[src/core/adc_cmd_pkg.sv]
/*
  Shared constants for the serial command decoder: command codes,
  field positions, response prefixes, link timing.
  Assumes a 100 MHz system clock on both ends.
*/
package adc_cmd_pkg;
  // ---------------------------------------------------------------
  // command codes and fields
  // ---------------------------------------------------------------
  localparam int CMD_W = 16;
  localparam logic [15:0] CMD_NULL = 16'h0000;
  localparam logic [15:0] CMD_RESET = 16'h0011;
  localparam logic [15:0] CMD_STBY = 16'h0022;
  localparam logic [15:0] CMD_WAKE = 16'h0033;
  localparam logic [15:0] CMD_LOCK = 16'h0555;
  localparam logic [15:0] CMD_UNLOCK = 16'h0655;
  localparam logic [2:0] PFX_RD = 3'h1;   // read / register content
  localparam logic [2:0] PFX_WR = 3'h2;   // single write / multi ack
  localparam logic [2:0] PFX_WRS = 3'h3;  // multi write / multi read
  localparam logic [7:0] READY_HI = 8'hFF;
  localparam logic [4:0] STAT_ADDR = 5'h02;  // fault status register
  localparam logic [4:0] DSC_ADDR = 5'h0B;   // digital_system_config
  localparam logic [7:0] REG_RST = 8'h00;
  localparam int NUM_REGS = 32;
  // ---------------------------------------------------------------
  // timing
  // ---------------------------------------------------------------
  localparam int CLK_MHZ = 100;
  localparam int SCLK_PERIOD_NS = 80;
  localparam int SCLK_HALF_CYC = SCLK_PERIOD_NS * CLK_MHZ / 2000;
  localparam int DONE_STEP_NS = 80;  // one done_delay_sel step
  localparam int DONE_STEP_CYC = DONE_STEP_NS * CLK_MHZ / 1000;
  localparam int WORD_BITS_DEF = 24;
  localparam int FRAME_WORDS_DEF = 2;
  localparam int GAP_TICKS = 8;      // idle half periods between frames

  function automatic logic [2:0] pfxOf(input logic [15:0] w);
    pfxOf = w[15:13];
  endfunction

  function automatic logic [4:0] addrOf(input logic [15:0] w);
    addrOf = w[12:8];
  endfunction

  // extra words a multi-register word adds to its frame
  function automatic logic [7:0] extWords(input logic [15:0] w);
    extWords = (w[15:13] == PFX_WRS) ? {1'b0, w[7:1]} : 8'h00;
  endfunction
endpackage

[src/core/adc_spi_if.sv]
/*
  Serial link between command decoder and its controller.
  Assumes the bench joins both modports; dout idles high when undriven.
*/
`timescale 1ns/1ps
interface adc_spi_if;
  logic sclk;    // serial clock, made by the controller
  logic csN;     // frame select, active low
  logic din;     // controller to device
  logic dout;    // device to controller
  logic doutEn;  // device drives dout
  logic doneN;   // frame done, active low
  wire doutLine = doutEn ? dout : 1'b1;  // resolved line level

  modport dev (input sclk, input csN, input din, output dout,
    output doutEn, output doneN);
  modport host (output sclk, output csN, output din, input doutLine,
    input doneN);
endinterface

[src/core/adc_cmd_dev.sv]
/*
  Device end of the serial command decoder with frame-done output.
// Contract
// - done falls after last bit shifted
// - two-bit field sets done delay
// - done drives next device chip select
// - single master: done wired to own select
// - ten commands, sixteen bits, first word
// - controller pads low bits with zeros
// - decode after frame end, act immediately
// - recognized command answered next frame
// - standby command, echoed acknowledge
// - wakeup command, echoed acknowledge
// - lock admits only null, reads, unlock
// - unlock leaves power-on or locked state
// - single read returns register content word
// - multi read returns count plus one
// - single write, answer updated content
// - multi write data, two registers per word
// - frame grows count/2; prefix-010 acknowledge
// - response in top sixteen bits
// - response confirms previous frame's command
// - bits below response read zero
// - content word is prefix, address, data
  Assumes link inputs are asynchronous to clk and slow against it.
*/
`timescale 1ns/1ps
module adc_cmd_dev #(
  parameter int WORD_BITS = adc_cmd_pkg::WORD_BITS_DEF,
  parameter int FRAME_WORDS = adc_cmd_pkg::FRAME_WORDS_DEF,
  parameter int DONE_STEP = adc_cmd_pkg::DONE_STEP_CYC,
  parameter logic [7:0] DEV_ID = 8'h5A  // arbitrary value
)(
  input wire logic clk,
  input wire logic arst_n,
  adc_spi_if.dev link,
  input wire logic [7:0] statusIn,
  output logic standby,
  output logic locked,
  output logic awaitUnlock,
  output logic cmdStrobe,
  output logic [15:0] lastCmd
);
  // ---------------------------------------------------------------
  // constants and helpers
  // ---------------------------------------------------------------
  localparam logic [5:0] LAST_BIT = 6'(WORD_BITS - 1);
  localparam logic [5:0] CMD_END = 6'(adc_cmd_pkg::CMD_W - 1);
  localparam logic [15:0] READY_W = {adc_cmd_pkg::READY_HI, DEV_ID};

  logic [7:0] regFile_r [0:adc_cmd_pkg::NUM_REGS-1];

  // response in the top bits, zeros below
  function automatic logic [WORD_BITS-1:0] pad(input logic [15:0] w);
    pad = WORD_BITS'({w, {WORD_BITS{1'b0}}} >> adc_cmd_pkg::CMD_W);
  endfunction

  // offset within count and address inside the map
  function automatic logic inRange(input logic [9:0] off,
    input logic [7:0] n, input logic [9:0] a);
    inRange = (off <= {2'b00, n}) && (a < 10'(adc_cmd_pkg::NUM_REGS));
  endfunction

  // register read; status comes live from the fault logic
  // stored byte and status are arguments so callers follow their changes
  function automatic logic [7:0] rdByte(input logic [9:0] a,
    input logic ok, input logic [7:0] v, input logic [7:0] s);
    if (!ok)
      rdByte = 8'h00;
    else if (a[4:0] == adc_cmd_pkg::STAT_ADDR)
      rdByte = s;
    else
      rdByte = v;
  endfunction

  // ---------------------------------------------------------------
  // input synchronisers and edges
  // ---------------------------------------------------------------
  logic sclkS1, sclkS2, sclkD;  // serial clock stages
  logic csS1, csS2, csD;        // select stages
  logic dinS1, dinS2;           // data stages

  // two stages before any logic; a third for edge finding
  always_ff @(posedge clk or negedge arst_n)
  begin
    if (!arst_n)
    begin
      {sclkS1, sclkS2, sclkD} <= 3'h0;
      {csS1, csS2, csD} <= 3'h7;
      {dinS1, dinS2} <= 2'h0;
    end
    else
    begin
      {sclkS1, sclkS2, sclkD} <= {link.sclk, sclkS1, sclkS2};
      {csS1, csS2, csD} <= {link.csN, csS1, csS2};
      {dinS1, dinS2} <= {link.din, dinS1};
    end
  end

  wire inFrame = ~csS2;
  wire sclkRise = sclkS2 & ~sclkD;
  wire sclkFall = ~sclkS2 & sclkD;
  wire csFall = ~csS2 & csD;
  wire csRise = csS2 & ~csD;

  // ---------------------------------------------------------------
  // frame bookkeeping
  // ---------------------------------------------------------------
  logic [5:0] bitIdx_r;     // falls counted within word
  logic [8:0] wordIdx_r;    // word within frame
  logic started_r;          // at least one fall seen
  logic frameEnd_r;         // last bit taken
  logic [14:0] rxSr_r;      // recent input bits
  logic [15:0] cmdWord_r;   // command of current frame
  logic [7:0] cmdExt_r;     // words added by a multi write
  logic [7:0] respExt_r;    // words added by a multi read answer
  logic [15:0] respWord_r;  // answer for the next frame
  logic respMulti_r;        // answer carries register words
  logic [WORD_BITS-1:0] txSr_r;

  wire [15:0] rxTop = {rxSr_r, dinS2};
  wire [7:0] extMax = (cmdExt_r > respExt_r) ? cmdExt_r : respExt_r;
  wire [8:0] lastWord = 9'(FRAME_WORDS - 1) + {1'b0, extMax};
  wire takeBit = sclkFall & inFrame & ~frameEnd_r;
  wire lastFall = takeBit & (wordIdx_r == lastWord)
    & (bitIdx_r == LAST_BIT);
  wire cmdDone = takeBit & (wordIdx_r == 9'h000) & (bitIdx_r == CMD_END);

  // input side: count falls, catch command in first word
  always_ff @(posedge clk or negedge arst_n)
  begin
    if (!arst_n)
    begin
      bitIdx_r <= 6'h00;
      wordIdx_r <= 9'h000;
      started_r <= 1'b0;
      frameEnd_r <= 1'b0;
      rxSr_r <= 15'h0000;
      cmdWord_r <= 16'h0000;
      cmdExt_r <= 8'h00;
    end
    else if (csFall)
    begin
      bitIdx_r <= 6'h00;
      wordIdx_r <= 9'h000;
      started_r <= 1'b0;
      frameEnd_r <= 1'b0;
      cmdExt_r <= 8'h00;
    end
    else if (takeBit)
    begin
      started_r <= 1'b1;
      rxSr_r <= rxTop[14:0];
      frameEnd_r <= lastFall;
      bitIdx_r <= (bitIdx_r == LAST_BIT) ? 6'h00 : bitIdx_r + 6'h01;
      wordIdx_r <= wordIdx_r + {8'h00, bitIdx_r == LAST_BIT};
      // top sixteen bits only; padding below is ignored
      if (cmdDone)
      begin
        cmdWord_r <= rxTop;
        cmdExt_r <= adc_cmd_pkg::extWords(rxTop);
      end
    end
  end

  // ---------------------------------------------------------------
  // multi write staging: data held until the frame ends
  // ---------------------------------------------------------------
  logic [7:0] stageVal_r [0:adc_cmd_pkg::NUM_REGS-1];
  logic [adc_cmd_pkg::NUM_REGS-1:0] stageHit_r;

  wire [4:0] cA = adc_cmd_pkg::addrOf(cmdWord_r);
  wire [7:0] cN = cmdWord_r[7:0];
  wire [9:0] stOff = {wordIdx_r - 9'h001, 1'b0};
  wire [9:0] stA0 = {5'h00, cA} + stOff;
  wire [9:0] stA1 = stA0 + 10'h001;
  wire stWord = takeBit & (wordIdx_r != 9'h000) & (bitIdx_r == CMD_END)
    & (adc_cmd_pkg::pfxOf(cmdWord_r) == adc_cmd_pkg::PFX_WRS);
  wire stOk0 = inRange(stOff, cN, stA0);
  wire stOk1 = inRange(stOff + 10'h001, cN, stA1);

  // each data word holds bytes for two consecutive registers
  always_ff @(posedge clk or negedge arst_n)
  begin
    if (!arst_n)
      stageHit_r <= '0;
    else if (csFall)
      stageHit_r <= '0;
    else if (stWord)
    begin
      if (stOk0)
        stageHit_r[stA0[4:0]] <= 1'b1;
      if (stOk1)
        stageHit_r[stA1[4:0]] <= 1'b1;
    end
  end

  // staged bytes need no reset: only the hit bits let them through
  always_ff @(posedge clk)
  begin
    if (stWord & stOk0)
      stageVal_r[stA0[4:0]] <= rxTop[15:8];
    if (stWord & stOk1)
      stageVal_r[stA1[4:0]] <= rxTop[7:0];
  end

  // ---------------------------------------------------------------
  // decode at frame end
  // ---------------------------------------------------------------
  wire [2:0] cPfx = adc_cmd_pkg::pfxOf(cmdWord_r);
  wire isNull = cmdWord_r == adc_cmd_pkg::CMD_NULL;
  wire isReset = cmdWord_r == adc_cmd_pkg::CMD_RESET;
  wire isStby = cmdWord_r == adc_cmd_pkg::CMD_STBY;
  wire isWake = cmdWord_r == adc_cmd_pkg::CMD_WAKE;
  wire isLock = cmdWord_r == adc_cmd_pkg::CMD_LOCK;
  wire isUnlock = cmdWord_r == adc_cmd_pkg::CMD_UNLOCK;
  wire isRd = cPfx == adc_cmd_pkg::PFX_RD;
  wire isWr = cPfx == adc_cmd_pkg::PFX_WR;
  wire isWrs = cPfx == adc_cmd_pkg::PFX_WRS;
  wire known = isNull | isReset | isStby | isWake | isLock | isUnlock
    | isRd | isWr | isWrs;
  // locked and power-on states filter the command set
  wire permit = awaitUnlock ? isUnlock
    : locked ? (isNull | isUnlock | isRd) : 1'b1;
  // only a complete frame is decoded
  wire decode = csRise & frameEnd_r;
  wire act = decode & permit & known;

  wire [15:0] statResp = {adc_cmd_pkg::PFX_RD, adc_cmd_pkg::STAT_ADDR,
    statusIn};
  wire [7:0] wrBack = (cA == adc_cmd_pkg::STAT_ADDR) ? statusIn : cN;
  wire [7:0] rdOne = rdByte({5'h00, cA}, 1'b1, regFile_r[cA], statusIn);
  wire [15:0] rdResp = (cN == 8'h00)
    ? {adc_cmd_pkg::PFX_RD, cA, rdOne}
    : {adc_cmd_pkg::PFX_WRS, cA, cN};
  wire [15:0] respNxt =
    !act ? (awaitUnlock ? READY_W : statResp) :
    isReset ? READY_W :
    isNull ? statResp :
    isRd ? rdResp :
    isWr ? {adc_cmd_pkg::PFX_RD, cA, wrBack} :
    isWrs ? {adc_cmd_pkg::PFX_WR, cA, cN} :
    cmdWord_r;

  // mode flags; a reset command returns to the power-on state
  always_ff @(posedge clk or negedge arst_n)
  begin
    if (!arst_n)
    begin
      standby <= 1'b0;
      locked <= 1'b0;
      awaitUnlock <= 1'b1;
      cmdStrobe <= 1'b0;
      lastCmd <= 16'h0000;
      respWord_r <= READY_W;
    end
    else
    begin
      cmdStrobe <= act;
      if (decode)
        respWord_r <= respNxt;
      if (act)
      begin
        lastCmd <= cmdWord_r;
        if (isReset)
        begin
          standby <= 1'b0;
          locked <= 1'b0;
          awaitUnlock <= 1'b1;
        end
        else if (isStby)
          standby <= 1'b1;
        else if (isWake)
          standby <= 1'b0;
        else if (isLock)
          locked <= 1'b1;
        else if (isUnlock)
        begin
          locked <= 1'b0;
          awaitUnlock <= 1'b0;
        end
      end
    end
  end

  // register writes land right after decode; status stays live
  always_ff @(posedge clk or negedge arst_n)
  begin
    if (!arst_n)
    begin
      for (int i = 0; i < adc_cmd_pkg::NUM_REGS; i++)
        regFile_r[i] <= adc_cmd_pkg::REG_RST;
    end
    else if (act & isReset)
    begin
      for (int i = 0; i < adc_cmd_pkg::NUM_REGS; i++)
        regFile_r[i] <= adc_cmd_pkg::REG_RST;
    end
    else if (act & isWr)
      regFile_r[cA] <= cN;
    else if (act & isWrs)
    begin
      for (int i = 0; i < adc_cmd_pkg::NUM_REGS; i++)
        if (stageHit_r[i])
          regFile_r[i] <= stageVal_r[i];
    end
  end

  // ---------------------------------------------------------------
  // output shifter
  // ---------------------------------------------------------------
  wire [9:0] rdOff = {wordIdx_r - 9'h001, 1'b0};
  wire [9:0] rdA0 = {5'h00, adc_cmd_pkg::addrOf(respWord_r)} + rdOff;
  wire [9:0] rdA1 = rdA0 + 10'h001;
  wire [7:0] rdB0 = rdByte(rdA0, inRange(rdOff, respWord_r[7:0], rdA0),
    regFile_r[rdA0[4:0]], statusIn);
  wire [7:0] rdB1 = rdByte(rdA1,
    inRange(rdOff + 10'h001, respWord_r[7:0], rdA1),
    regFile_r[rdA1[4:0]], statusIn);
  wire shiftOut = sclkRise & inFrame & started_r & ~frameEnd_r;

  // response loads at frame start, later words on word boundary
  always_ff @(posedge clk or negedge arst_n)
  begin
    if (!arst_n)
    begin
      txSr_r <= '0;
      respExt_r <= 8'h00;
      respMulti_r <= 1'b0;
    end
    else if (csFall)
    begin
      txSr_r <= pad(respWord_r);
      respExt_r <= adc_cmd_pkg::extWords(respWord_r);
      respMulti_r <= adc_cmd_pkg::pfxOf(respWord_r)
        == adc_cmd_pkg::PFX_WRS;
    end
    else if (shiftOut)
    begin
      if (bitIdx_r != 6'h00)
        txSr_r <= txSr_r << 1;
      else if (respMulti_r)
        txSr_r <= pad({rdB0, rdB1});
      else
        txSr_r <= '0;  // conversion data is not modelled here
    end
  end

  // held driven until select rises so the last bit can be sampled
  assign link.dout = txSr_r[WORD_BITS-1];
  assign link.doutEn = inFrame;

  // ---------------------------------------------------------------
  // frame-done output
  // ---------------------------------------------------------------
  logic doneN_r;        // line level
  logic doneArm_r;      // delay running
  logic [9:0] doneCnt_r;

  wire [1:0] doneSel = regFile_r[adc_cmd_pkg::DSC_ADDR][1:0];
  wire [9:0] doneDly = 10'(doneSel) * 10'(DONE_STEP);

  // falls after the last bit plus the chosen delay
  always_ff @(posedge clk or negedge arst_n)
  begin
    if (!arst_n)
    begin
      doneN_r <= 1'b1;
      doneArm_r <= 1'b0;
      doneCnt_r <= 10'h000;
    end
    else if (!inFrame)
    begin
      doneN_r <= 1'b1;  // released with own select
      doneArm_r <= 1'b0;
    end
    else if (lastFall)
    begin
      doneArm_r <= 1'b1;
      doneCnt_r <= doneDly;
    end
    else if (doneArm_r)
    begin
      if (doneCnt_r == 10'h000)
        doneN_r <= 1'b0;
      else
        doneCnt_r <= doneCnt_r - 10'h001;
    end
  end

  assign link.doneN = doneN_r;
endmodule

[src/flat_wrapper.sv]
// flat-port wrapper written by rule: the top's interface ports become plain ports
module adc_cmd_dev_flat 
#(
  parameter int WORD_BITS = adc_cmd_pkg::WORD_BITS_DEF,
  parameter int FRAME_WORDS = adc_cmd_pkg::FRAME_WORDS_DEF,
  parameter int DONE_STEP = adc_cmd_pkg::DONE_STEP_CYC,
  parameter logic [7:0] DEV_ID = 8'h5A                    
)
  (clk, arst_n, statusIn, standby, locked, awaitUnlock, cmdStrobe, lastCmd, link_sclk, link_csN, link_din, link_dout, link_doutEn, link_doneN);
  adc_spi_if link_i ();
  input wire logic clk;
  input wire logic arst_n;
  input wire logic [7:0] statusIn;
  output logic standby;
  output logic locked;
  output logic awaitUnlock;
  output logic cmdStrobe;
  output logic [15:0] lastCmd;
  input wire logic [$bits(link_i.sclk)-1:0] link_sclk;
  input wire logic [$bits(link_i.csN)-1:0] link_csN;
  input wire logic [$bits(link_i.din)-1:0] link_din;
  output wire logic [$bits(link_i.dout)-1:0] link_dout;
  output wire logic [$bits(link_i.doutEn)-1:0] link_doutEn;
  output wire logic [$bits(link_i.doneN)-1:0] link_doneN;
  assign link_i.sclk = link_sclk;
  assign link_i.csN = link_csN;
  assign link_i.din = link_din;
  assign link_dout = link_i.dout;
  assign link_doutEn = link_i.doutEn;
  assign link_doneN = link_i.doneN;
  adc_cmd_dev #(.WORD_BITS(WORD_BITS), .FRAME_WORDS(FRAME_WORDS), .DONE_STEP(DONE_STEP), .DEV_ID(DEV_ID)) u_core (.clk(clk), .arst_n(arst_n), .link(link_i), .statusIn(statusIn), .standby(standby), .locked(locked), .awaitUnlock(awaitUnlock), .cmdStrobe(cmdStrobe), .lastCmd(lastCmd));
endmodule
[config.mk]
export PLATFORM = sky130hd
export DESIGN_NAME = adc_cmd_dev_flat
export DESIGN_NICKNAME = d
export VERILOG_FILES = /design/src/core/adc_cmd_pkg.sv /design/src/core/adc_spi_if.sv /design/src/core/adc_cmd_dev.sv /design/src/flat_wrapper.sv
export SDC_FILE = /design/constraint.sdc
export NUM_CORES = 2
export LEC_CHECK = 0
export BUFFER_PORTS_ARGS = -buffer_cell sky130_fd_sc_hd__buf_2
export CORE_ASPECT_RATIO = 1.25
export CORE_MARGIN = 3
export CORE_UTILIZATION = 23
export CTS_CLUSTER_SIZE = 14
export DETAILED_ROUTE_END_ITERATION = 16
export GPL_ROUTABILITY_DRIVEN = 0
export GPL_TIMING_DRIVEN = 1
export PLACE_DENSITY = 0.45
export SYNTH_ARGS = -nofsm -noshare
export SYNTH_HDL_FRONTEND = slang
export SYNTH_SLANG_ARGS = --single-unit
[constraint.sdc]
create_clock -name clk -period 4.7 [get_ports clk]
set_clock_uncertainty 0.2 [all_clocks]
set_input_delay 0.705 -clock clk [delete_from_list [all_inputs] [get_ports clk]]
set_output_delay 0.705 -clock clk [all_outputs]
set_load 0.02 [all_outputs]
==> results_dict.tcl <==
set metrics [dict create \
    first_global_vias 31461 \
    pwr-share-comb_pct 1.5 \
    num_rows 172 \
    htree_levels 3 \
    grt_first_pass_wirelength_microns 257000 \
    drc 0 \
    synth_seq_area_share_pct 44.9 \
    r2r_end "u_core.stageVal_r[25][7]" \
    viasPerCell 5.52 \
    synth_area_leaders "dfrtp_1 25%, edfxtp_1 19%, mux4_2 13%" \
    hold_ws_ns 0.156 \
    powerDensity_mw_per_mm2 273 \
    clockBufferDepth 3 \
    wl_per_cell_microns 31.1 \
    grt_usage_pct 19.7 \
    use_met1_pct 25.1 \
    area_growth_pct 17.9 \
    totalWireLength_microns 183000 \
    reg2reg_depth 17 \
    max_slew_margin_pct 23.2 \
    p_leak_nw 19.2 \
    fp.dieArea_sq_mm 0.182 \
    overflow 0 \
    dieHeight_microns 476 \
    cap_violations 0 \
    cp-start-kind "flop" \
    root_buffer "clkbuf_16" \
    fin_crit_sh_pct 96.7 \
    syn-num-nets 3466 \
    worstSetupPathType "flop to flop" \
    final-max-slew-violation-count 0 \
    hold_path_depth 0 \
    met2_usage_pct 31.6 \
    numClockSinks 679 \
    dp.cells 5743 \
    dpl.hpwl_microns 121000 \
    fp.dieW_microns 382 \
    syn_area_sq_mm 0.0407 \
    worst_slew_pin_slew_ns 1.15 \
    crit_start "u_core.wordIdx_r[0]" \
    cp_common_cell "buf_4" \
    synth.distinct_cells 86 \
    power_mw 13.1 \
    area.sequential_sq_mm 0.0184 \
    seqPwrFrac_pct 49.2 \
    busiest_layer "met2" \
    drive_above_1_share_pct 23.5 \
    synth-seq-cells 679 \
    cts_tree "done" \
    syn_inst 3410 \
    ys_warn_count 0 \
    yosysMostFrequentCell "dfrtp_1" \
    reg2reg_from "u_core.wordIdx_r[0]" \
    gr-usage-met3_pct 2.90 \
    io_buffers 35 \
    multiInputGateArea_sq_mm 0.0214 \
    dr.pass1.iters 8 \
    synth_edf_count 256 \
    antenna_found_initial 16 \
    status "finished, final reports clean" \
    cp_max_fo 16 \
    place_area_sq_mm 0.0451 \
    cp_cell_sequence "buf_4 -> or2_2 -> nor2_1 -> xor2_1 -> ha_1 -> a21oi_2 -> buf_4 -> o21ai_0 -> a211oi_1 -> nor3_1 -> nor4_4 -> buf_4 -> o21ai_1 -> buf_12 -> mux2_2 -> nor3_1 -> buf_4" \
    finalNetCount 3539 \
    final_area_sq_mm 0.0480 \
    layout.cells.non_filler 5906 \
    vias 32598 \
    drt_iter0_drc 4489 \
    p_int_mw 9.92 \
    top_level_ports 36 \
    required_ns 4.88 \
    min_path_type "flop to flop" \
    worst_setup_path_end_kind "flop" \
    critPathArrivalTime_ns 4.72 \
    setup_viol 0 \
    maxClockFrequency_mhz 220 \
    numCtsBuffers 76 \
    r2r_slack_ns 0.16 \
    fill_cells 18234 \
    yosysTopAreaCell "dfrtp_1" \
    swShare_pct 24.2 \
    clk_pin_slew_ns 0.06 \
    hold_viol 0 \
    peakVddDrop_mv 0.259 \
    power_switching_mw 3.17 \
    ant_nets 0 \
    start_util_pct 23.2 \
    core_area_sq_mm 0.176 \
    slowest_delay_ns 0.39 \
    clockPowerShare_pct 49.3 \
    avgSynthCellArea_sq_um 11.9 \
    crit_slowest_cell "mux2_2" \
    grt_max_degree 100 \
    clock_latency_ns 0.70 \
    period_minus_slack_ns 4.54 \
    yosys.area.top_type_share_pct 25.0 \
    synthArstFlopShare_pct 62.3 \
    ys_top_cells_by_count "406 x dfrtp_1, 405 x mux2i_1, 256 x edfxtp_1, 248 x o22ai_1, 246 x clkbuf_1" \
    cp-endpoint "u_core.stageVal_r[25][7]" \
    synth-main-ff-cell "dfrtp_1" \
]
==> sequential cells by signal (all words and copies together) (netlist names), 7 cells and up <==
signal	cells
u_core.stageVal_r	256
u_core.regFile_r	254
u_core.stageHit_r	32
u_core.cmdWord_r	16
u_core.lastCmd	16
u_core.respWord_r	16
u_core.txSr_r	16
u_core.rxSr_r	15
u_core.doneCnt_r	10
u_core.wordIdx_r	9
u_core.cmdExt_r	7
u_core.respExt_r	7
==> kinds of logic after synthesis <==
family          Yosys count  synth area share, %
simple gates            690                 8.04
compound gates          693                 10.8
buf+inv                 339                 3.16
xor+xnor                 41                0.900
mux                     925                 30.8
fa+ha+maj                43                 1.36
flops                   679                 44.9
==> critical path: cells and delay by family, from the launching register on <==
family / cells / cell delay, ns
simple gates: 5 / 1.12
buf+inv: 5 / 0.95
compound gates: 4 / 0.60
mux: 1 / 0.39
flops: 1 / 0.38
fa+ha+maj: 1 / 0.34
xor+xnor: 1 / 0.25
==> cell usage in the layout (no fill, tap or decap), types with 14 or more instances in the layout <==
cell type and count:
o22ai_1 247, xnor2_1 27, nand4_1 18, mux2i_1 405, mux4_2 234, dfstp_2 16, nor2_1 227, and2_1 18
nand2_1 205, nand3_1 37, a222oi_1 14, dfrtp_4 16, mux2_2 86, ha_1 39, mux2_1 200, buf_12 31
nor3_1 37, clkbuf_16 81, o21ai_0 103, buf_2 35, dfrtp_1 384, or3_1 22, inv_1 51, clkbuf_1 21
a22o_1 20, o221ai_1 14, a21oi_1 146, nor2_4 20, edfxtp_1 256, buf_4 210
==> layer usage <==
layer  share of wire (%)  wire, microns
met1                  40          72600
met2                  47          86000
met3                 7.1          13000
met4                 6.4          11800
met5               0.014             26
==> cell type report <==
type | instances | share of cell area (%)
Multi-Input combinational cell | 2392 | 44.6
Sequential cell | 679 | 38.3
Tap cell | 2349 | 6.12
Timing Repair Buffer | 281 | 5.06
Clock buffer | 113 | 4.70
Clock inverter | 29 | 0.740
Inverter | 53 | 0.415
Antenna cell | 10 | 0.0521
==> metrics by stage <==
step                util [%]  setup TNS, ns  setup slack [ns]
floorplan                  -          -9.63            -0.197
finish                  27.3              0             0.157
global placement        25.7          -2.09            -0.104
detailed placement      25.7          -1.45           -0.0810
global route            27.3          -1.18           -0.0456
CTS                     27.2              0            0.0223
==> timing repair <==
| action | CTS | global route |
|---|---|---|
| resized for setup | 0 | 24 |
| buffers inserted | 2 | 4 |
| setup endpoints to repair | 24 | 371 |
| hold buffers | 4 | 0 |
| hold endpoints to repair | 63 | 0 |
| gates cloned | 0 | 0 |
| pin swaps | 1 | 3 |
==> worst min-delay path by stage <==
stage                   from                   end  slack, ns
6_report        u_core.dinS1          u_core.dinS2       0.16
5_1_grt          u_core.csS1           u_core.csS2       0.16
4_1_cts          statusIn[7]  u_core.respWord_r[7]       0.13
3_5_place_dp   u_core.sclkS1         u_core.sclkS2       0.14
3_3_place_gp    u_core.dinS1          u_core.dinS2       0.13
2_1_floorplan   u_core.dinS1          u_core.dinS2       0.13
==> power by group through the flow <==
stage                     registers, mW  clock network [mW]  logic, mW
final                              6.44                6.46      0.198
after floorplan                    6.28                   0      0.113
after CTS                          6.43                6.58      0.205
after detailed placement           6.55                   0      0.201
after global routing               6.43                6.77      0.221
after global placement             6.55                   0      0.199
Power figures use the tool's default switching activity.
